<file path="config.mk">
export PLATFORM = sky130hd
export DESIGN_NAME = framer
export DESIGN_NICKNAME = d
export VERILOG_FILES = /design/src/hw/framer.v
export VERILOG_INCLUDE_DIRS = /design/src /design/src/hw
export SDC_FILE = /design/constraint.sdc
export NUM_CORES = 1
export LEC_CHECK = 0
export ABC_AREA = 1
export BUFFER_PORTS_ARGS = -buffer_cell sky130_fd_sc_hd__buf_2
export CAP_MARGIN = 5
export CELL_PAD_IN_SITES_DETAIL_PLACEMENT = 1
export CELL_PAD_IN_SITES_GLOBAL_PLACEMENT = 2
export CORE_MARGIN = 3
export CORE_UTILIZATION = 23
export DETAILED_ROUTE_END_ITERATION = 7
export GPL_TIMING_DRIVEN = 0
export PLACE_DENSITY_LB_ADDON = 0.12
export SLEW_MARGIN = 0
export SYNTH_ARGS = -nofsm -noshare
export SYNTH_HDL_FRONTEND = slang
export SYNTH_SLANG_ARGS = --single-unit
</file>
<file path="constraint.sdc">
create_clock -name clk -period 3.6 [get_ports clk]
set_clock_uncertainty 0.15 [all_clocks]
set_input_delay 0.72 -clock clk [delete_from_list [all_inputs] [get_ports clk]]
set_output_delay 0.72 -clock clk [all_outputs]
set_load 0.1 [all_outputs]
</file>
<file path="src/hw/framer_map.vh">
// Constants for the registration and heartbeat framer.
// Assumes inclusion by framer.v only; definitions only.
`ifndef FRAMER_MAP_VH
`define FRAMER_MAP_VH
// Registration method codes
`define REG_NONE 2'h0
`define REG_MAC 2'h1
`define REG_TAGGED 2'h2
`define REG_CUSTOM 2'h3
// Tagged registration frame and prefix bytes
`define TAG_HDR0 8'hFA
`define TAG_HDR1 8'h07
`define TAG_HDR2 8'h13
`define TAG_HDR3 8'h02
`define TAG_HDR4 8'hFA
`define TAG_HDR5 8'h02
`define TAG_TRL0 8'hFA
`define TAG_TRL1 8'hFF
`define TAG_PFX0 8'hFA
`define TAG_PFX1 8'h01
`define TAG_PFX2 8'h01
`define TAG_HEARTBEAT 8'h00
// Custom string storage, bytes
`define CUSTOM_MAX 33
// Clock rate and keep-alive tick: one second
`define CLK_HZ 250000000
`define TICK_S 1
`define TICK_CYCLES (`CLK_HZ * `TICK_S)
// Hidden probe timeout, in clock cycles; the framer does not use it
`define PROBE_TIMEOUT_CYCLES 16'h0100
`endif

</file>
<file path="src/hw/framer.v">
// Registration and heartbeat framer for the network-side byte stream.
// Assumes a connection manager that reports connect state and send results,
// and a payload source that marks block ends with s_last.
//
// How it works
// - On connect, registration bytes go out before any payload.
// - MAC-on-connect method sends the six MAC bytes when connected.
// - Tagged method sends header, six address bytes, then trailer.
// - Tagged address bytes run from MAC byte five down to zero.
// - Tagged mode puts the three-byte prefix before every payload block.
// - Tagged mode sends one zero heartbeat byte each keep-alive expiry.
// - Custom method sends the stored bytes exactly as configured.
// - Custom storage holds at most thirty-three bytes.
// - Custom strings are sent in datagram mode too.
// - Heartbeats repeat with the keep-alive period.
// - Client reconnects when a heartbeat send fails.
// - Client with an empty heartbeat and a nonzero period runs a hidden probe and reconnects on failure.
`timescale 1ns/1ps
`include "framer_map.vh"
module framer #(
   parameter integer TICK_CYCLES = `TICK_CYCLES,
   parameter integer CUSTOM_MAX = `CUSTOM_MAX
) (
   // Clock and reset
   input wire clk,
   input wire rstn,
   input wire ce,
   // Configuration
   input wire [1:0] reg_method,
   input wire tagged_mode,
   input wire client_mode,
   input wire udp_mode,
   input wire [47:0] mac_addr,
   input wire [15:0] keepalive_s,
   // Custom string storage write port
   input wire cfg_we,
   input wire [5:0] cfg_addr,
   input wire [7:0] cfg_data,
   input wire [5:0] reg_len,
   input wire [5:0] hb_len,
   // Connection manager
   input wire link_up,
   input wire send_fail,
   output reg reconnect,
   output reg probe_req,
   // Payload in
   input wire s_valid,
   input wire [7:0] s_data,
   input wire s_last,
   output wire s_ready,
   // Network byte stream out
   output reg m_valid,
   output reg [7:0] m_data,
   output reg m_last,
   input wire m_ready
);
   // Sequencer states
   localparam [2:0] ST_IDLE = 3'd0;
   localparam [2:0] ST_REG = 3'd1;
   localparam [2:0] ST_GAP = 3'd2;
   localparam [2:0] ST_PFX = 3'd3;
   localparam [2:0] ST_DATA = 3'd4;
   localparam [2:0] ST_HB = 3'd5;

   // Custom registration and heartbeat bytes; no reset, so a reconnect keeps them
   reg [7:0] store [0:CUSTOM_MAX-1];

   // Sequencer state and byte index within the current registration, prefix or heartbeat
   reg [2:0] state_q;
   reg [5:0] idx_q;

   // Keep-alive timing: cycles within a tick, ticks within a period
   reg [31:0] tick_q;
   reg [15:0] sec_q;
   reg hb_due_q;
   reg was_up_q;

   // Stream helpers and byte selectors
   wire out_free;
   reg [5:0] reg_total;
   wire [5:0] hb_total;
   reg [7:0] reg_byte;
   reg [7:0] hb_byte;
   reg [7:0] pfx_byte;
   wire hb_enabled;

   // The held byte blocks the next one until the peer takes it, so a stall never drops data
   assign out_free = ~m_valid | m_ready;

   // Bytes of the registration for each method
   always @* begin
      case (reg_method)
         `REG_MAC: reg_total = 6'd6;
         `REG_TAGGED: reg_total = 6'd14;
         `REG_CUSTOM: reg_total = reg_len;
         default: reg_total = 6'd0;
      endcase
   end

   // Tagged heartbeat is one byte; otherwise the configured custom length
   assign hb_total = tagged_mode ? 6'd1 : hb_len;
   // A zero period or empty heartbeat disables heartbeats; a client with an empty heartbeat and a nonzero period falls back to the probe
   assign hb_enabled = (hb_total != 6'd0) && (keepalive_s != 16'h0000);
   // Payload is refused unless a block is being forwarded and the output slot is free
   assign s_ready = ce && (state_q == ST_DATA) && out_free;

   // Custom bytes live in one store: registration first, heartbeat after it
   // Writes past the last byte are dropped rather than wrapping onto byte zero
   always @(posedge clk) begin
      if (ce && cfg_we && (cfg_addr < CUSTOM_MAX)) begin
         store[cfg_addr] <= cfg_data;
      end
   end

   always @* begin
      reg_byte = 8'h00;
      case (reg_method)
         `REG_MAC: reg_byte = mac_addr[8*(5-idx_q) +: 8];
         `REG_TAGGED: begin
            case (idx_q)
               6'd0: reg_byte = `TAG_HDR0;
               6'd1: reg_byte = `TAG_HDR1;
               6'd2: reg_byte = `TAG_HDR2;
               6'd3: reg_byte = `TAG_HDR3;
               6'd4: reg_byte = `TAG_HDR4;
               6'd5: reg_byte = `TAG_HDR5;
               6'd12: reg_byte = `TAG_TRL0;
               6'd13: reg_byte = `TAG_TRL1;
               default: reg_byte = mac_addr[8*(11-idx_q) +: 8];
            endcase
         end
         `REG_CUSTOM: reg_byte = store[idx_q];
         default: reg_byte = 8'h00;
      endcase
   end

   // Custom heartbeat bytes sit right after the registration bytes in the store
   always @* begin
      hb_byte = tagged_mode ? `TAG_HEARTBEAT : store[reg_len + idx_q];
   end

   // Prefix byte for the current index of the three-byte prefix
   always @* begin
      case (idx_q)
         6'd0: pfx_byte = `TAG_PFX0;
         6'd1: pfx_byte = `TAG_PFX1;
         default: pfx_byte = `TAG_PFX2;
      endcase
   end

   // Keep-alive timer: one-second ticks counted against the set period
   // It runs only while connected, so a fresh link always waits a full period first
   always @(posedge clk or negedge rstn) begin
      if (!rstn) begin
         tick_q <= 32'h0000_0000;
         sec_q <= 16'h0000;
         hb_due_q <= 1'b0;
      end else if (ce) begin
         // Disconnected or disabled: hold the timer at zero and forget any due heartbeat
         if (!link_up || keepalive_s == 16'h0000) begin
            tick_q <= 32'h0000_0000;
            sec_q <= 16'h0000;
            hb_due_q <= 1'b0;
         end else begin
            if (tick_q == TICK_CYCLES - 1) begin
               tick_q <= 32'h0000_0000;
               if (sec_q == keepalive_s - 16'h0001) begin
                  sec_q <= 16'h0000;
                  hb_due_q <= 1'b1;
               end else begin
                  sec_q <= sec_q + 16'h0001;
               end
            end else begin
               tick_q <= tick_q + 32'h0000_0001;
            end
            // A new expiry in the clearing cycle is kept
            if (state_q == ST_GAP && hb_due_q && !(tick_q == TICK_CYCLES - 1 && sec_q == keepalive_s - 16'h0001)) begin
               hb_due_q <= 1'b0;
            end
         end
      end
   end

   // Reconnect and hidden probe towards the connection manager
   // A failed probe comes back as send_fail, so one path covers both reconnect cases
   always @(posedge clk or negedge rstn) begin
      if (!rstn) begin
         reconnect <= 1'b0;
         probe_req <= 1'b0;
      end else if (ce) begin
         reconnect <= client_mode && link_up && send_fail;
         probe_req <= client_mode && link_up && !hb_enabled && (state_q == ST_GAP) && hb_due_q;
      end
   end

   // Sequencer: registration, then blocks with optional prefix, heartbeats between blocks
   always @(posedge clk or negedge rstn) begin
      if (!rstn) begin
         state_q <= ST_IDLE;
         idx_q <= 6'd0;
         was_up_q <= 1'b0;
         m_valid <= 1'b0;
         m_data <= 8'h00;
         m_last <= 1'b0;
      end else if (ce) begin
         was_up_q <= link_up;
         // The accepted byte leaves; a state below may load the next in the same cycle
         if (m_valid && m_ready) begin
            m_valid <= 1'b0;
            m_last <= 1'b0;
         end
         // A dropped link aborts the sequence in progress but keeps a held byte valid, then waits for the next rise
         if (!link_up) begin
            state_q <= ST_IDLE;
            idx_q <= 6'd0;
         end else begin
            case (state_q)
               // A rising link starts the registration, or goes straight to the gap when none is set
               ST_IDLE: begin
                  if (!was_up_q) begin
                     idx_q <= 6'd0;
                     // Datagram mode uses the same path, so custom strings go out there too
                     state_q <= (reg_total != 6'd0) ? ST_REG : ST_GAP;
                  end
               end

               // One registration byte per free output slot; m_last marks the final one
               ST_REG: begin
                  if (out_free) begin
                     m_valid <= 1'b1;
                     m_data <= reg_byte;
                     m_last <= (idx_q == reg_total - 6'd1);
                     if (idx_q == reg_total - 6'd1) begin
                        idx_q <= 6'd0;
                        state_q <= ST_GAP;
                     end else begin
                        idx_q <= idx_q + 6'd1;
                     end
                  end
               end

               // Gap cycle: the only place a block may start or a heartbeat may go in
               ST_GAP: begin
                  // Block boundary: heartbeat takes priority over new payload
                  idx_q <= 6'd0;
                  if (hb_due_q && hb_enabled) begin
                     state_q <= ST_HB;
                  end else if (s_valid) begin
                     state_q <= tagged_mode ? ST_PFX : ST_DATA;
                  end
               end

               // Fixed prefix ahead of the block in tagged mode
               ST_PFX: begin
                  if (out_free) begin
                     m_valid <= 1'b1;
                     m_data <= pfx_byte;
                     m_last <= 1'b0;
                     if (idx_q == 6'd2) begin
                        idx_q <= 6'd0;
                        state_q <= ST_DATA;
                     end else begin
                        idx_q <= idx_q + 6'd1;
                     end
                  end
               end

               // Payload passes straight through; the byte with s_last ends the block
               ST_DATA: begin
                  if (out_free && s_valid) begin
                     m_valid <= 1'b1;
                     m_data <= s_data;
                     m_last <= s_last;
                     if (s_last) begin
                        state_q <= ST_GAP;
                     end
                  end
               end

               // Heartbeat bytes; a tagged heartbeat is the single zero byte
               ST_HB: begin
                  if (out_free) begin
                     m_valid <= 1'b1;
                     m_data <= hb_byte;
                     m_last <= (idx_q == hb_total - 6'd1);
                     if (idx_q == hb_total - 6'd1) begin
                        idx_q <= 6'd0;
                        state_q <= ST_GAP;
                     end else begin
                        idx_q <= idx_q + 6'd1;
                     end
                  end
               end

               // Unused codes fall back to idle
               default: state_q <= ST_IDLE;
            endcase
         end
      end
   end
endmodule // framer

</file>
==> metrics.csv <==
metric,value,unit
power_leakage,9.613,nW
place_inst,3783,
seq_area_frac_synth,48.30,%
syn2layout_area_growth,18.65,%
hold_ws,0.2465,ns
ir_drop,338.1,uV
first_pass_iters,5,
rsz0062_at_grt,yes,
grt_pass1_wl,146400,um
num_vias,19294,
final_cells,3867,
h-tree-depth,2,
initial_core_util,23.38,%
internal_power,0.007613,W
fp.dieH,301.6,um
p_per_area,508.7,mW/mm^2
clkPwrFrac,36.9,%
clk_path_buf_depth,3,
synth_seq_cells,335,
cp_max_fo,10,
io-pin-count,125,
cts_setup_buffers,0,
grt-ovfl-total,0,
avgSynthCellArea,7.992,um^2
synth_ff_type,edfxtp_1,
clk_pin_slew,0.06,ns
drive_above_1_share,13.23,%
place.gp.congestion,0.9048,
syn-num-nets,2649,
final_hold_viol_count,0,
setup_viol,0,
first_global_vias,20146,
path_class,reg2reg,
antenna_found_initial,5,
cap_violations,0,
p_seq_share,35.9,%
synth_cell_types,55,
grt_util_all_layers,22.46,%
dieArea,0.09094,mm^2
endpoint_kind,flop,
crit_required,3.96,ns
p_sw_share,37.22,%
syn_area,0.02009,mm^2
grt_max_degree,41,
setup.worst_path.start_class,flop,
fin_util,27.73,%
share_comb_of_total_power,27.3,%
switchingPower,0.004513,W
placed_area,0.02220,mm^2
final.period_utilization,98.91,%
drt_iter0_drc,1460,
post-dp-hpwl,77740,um
multi_input_area,0.008969,mm^2
yosys_warnings,0,
die_x,301.6,um
synth_async_sr_flop_share,21.19,%
maxSlewViolCount,0,
num_rows,107,
fin_nets,2823,
numPortBuffers,122,
cts_tree,yes,
status,finished clean,
cts_buffers,46,
min_path_type,in2reg,
via_per_inst,4.989,
final_common_cell,nand2_1,
regArea,0.009706,mm^2
fin_crit,3.561,ns
drc,0,
syn_inst,2514,
design_area,0.02384,mm^2
wl_per_cell,26.75,um
final_cell_mix,"nand2_1 (568), edfxtp_1 (264), inv_1 (248)",
max_freq,0.2808,GHz
insertion_delay,0.58,ns
cts_sinks,335,
cts-root-buf,clkbuf_16,
synth_enable_flop_cells,264,
relSlewSlack,12.20,%
detail_route.wirelength,103400,um
fill_cells,10299,
arrival,3.92,ns
ant_nets,0,
core_area,0.08595,mm^2
tightest_slew,1.312,ns
[area by class of cell]
type	count	share of cell area (%)
clock inverters	18	0.6718
plain buffers	125	2.630
repair buffers	126	2.792
well taps	1144	6.005
diodes	1	0.01050
clock buffers	64	5.364
inverters	265	4.189
multi-input cells	1789	37.62
flip-flops and latches	335	40.71
[through the flow]
step	TNS, ns	setup WS (ns)	power (W)
after floorplan	0	0.1375	0.006212
after global placement	-37.98	-1.001	0.007634
after detailed placement	-30.56	-0.9941	0.007662
after CTS	-0.03373	-0.01927	0.01222
after global routing	-0.1587	-0.07578	0.01265
final	0	0.03936	0.01213
[cell families (layout without fill, tap and decap cells)]
logic type / after synthesis / count (layout) / synth area share, %
AND/OR/NAND/NOR: 1151 / 1151 / 24.42
AO/OA/AOI/OAI: 548 / 548 / 14.93
buffers and inverters: 390 / 598 / 7.753
flip-flops: 335 / 335 / 48.30
XOR/XNOR: 63 / 63 / 2.921
adder cells (fa/ha/maj): 23 / 23 / 1.470
multiplexers: 4 / 4 / 0.1993
other: 0 / 1 / 0
[power by group through the flow]
stage | Combinational (W) | Sequential, W | Clock (W)
6_report | 0.00331 | 0.00435 | 0.00447
4_1_cts | 0.00327 | 0.00435 | 0.00459
3_3_place_gp | 0.00321 | 0.00443 | 0
2_1_floorplan | 0.00143 | 0.00478 | 0
3_5_place_dp | 0.00323 | 0.00443 | 0
5_1_grt | 0.00354 | 0.00436 | 0.00475
[final timing paths]
path | from | end | slack [ns] | cells past startpoint
min in group asynchronous | rstn | tick_q[23]$_DFFE_PN0P_ | 0.50 | 2
worst min-delay path | send_fail | reconnect$_DFFE_PN0P_ | 0.25 | 3
worst min register to register | m_data[4]$_DFFE_PN0P_ | m_data[4]$_DFFE_PN0P_ | 0.33 | 2
max in group asynchronous | rstn | idx_q[0]$_DFFE_PN0P_ | 2.18 | 3
worst max-delay path | idx_q[1]$_DFFE_PN0P_ | m_data[5]$_DFFE_PN0P_ | 0.04 | 15
worst max register to register | idx_q[1]$_DFFE_PN0P_ | m_data[5]$_DFFE_PN0P_ | 0.04 | 15
[Yosys cell counts (2+ instances only)]
cell type,count,area [um^2]
nor2_1,227,852.1
nor2_4,2,22.52
o22ai_1,4,25.02
o21ai_1,9,45.04
nor3_2,2,20.02
xnor3_1,2,45.04
clkbuf_1,46,172.7
inv_1,248,930.9
or2_1,3,18.77
edfxtp_1,264,7928
buf_4,2,15.01
o21a_1,2,15.01
nand2_1,575,2158
a21oi_2,7,61.31
nor3_1,34,170.2
buf_6,2,22.52
dfrtp_1,71,1777
clkinv_1,3,11.26
o211ai_1,67,503.0
o21bai_1,2,15.01
inv_2,14,52.55
or2_2,14,87.58
a22oi_1,3,22.52
nor4_1,10,62.56
o31ai_1,3,22.52
a31oi_1,8,50.05
nand2_4,2,22.52
nand3b_1,2,15.01
buf_2,57,285.3
o21ai_0,230,1151
nand3_1,231,1156
ha_1,22,275.3
mux2i_1,4,40.04
nand4_1,30,187.7
buf_1,18,67.56
xnor2_1,13,113.9
nand2_2,7,43.79
a21oi_1,207,1036
nor2_2,5,31.28
xor2_1,47,411.6
[flip-flops by register name, indices dropped and copies added, names as in the netlist]
name       flops
store        264
tick_q        32
sec_q         16
m_data         8
idx_q          6
state_q        3
hb_due_q       1
m_last         1
m_valid        1
probe_req      1
reconnect      1
was_up_q       1
[metal layers]
metal  share of wire [%]  GRT usage, %  vias to the layer above
met1                  46         31.19                     9726
met5                   0             0                        -
met2                  46         36.64                      564
li1                    -             -                     8881
met3                 5.8         3.189                      123
met4                 2.6         5.734                        0
[worst max-delay path, stage by stage (launching register included)]
cell,delay (ns)
dfrtp_1,0.50
buf_2,0.27
inv_2,0.19
buf_1,0.82
o211ai_1,0.27
nand3_1,0.31
nand3_1,0.26
nand2_1,0.21
nand2_1,0.07
nand3_1,0.07
nand2_1,0.05
nand2_1,0.07
nand2_1,0.05
nand2_1,0.08
nand2_1,0.05
nand2_1,0.07
[what timing repair did]
action                                  in CTS  in global routing
endpoints found under the setup margin      17                  8
hold buffers                                 1                  0
resized for setup                           44                 52
hold endpoints to repair                    31                  0
pin swaps                                    0                  1
Note: power is estimated with default switching activity, not from simulation.
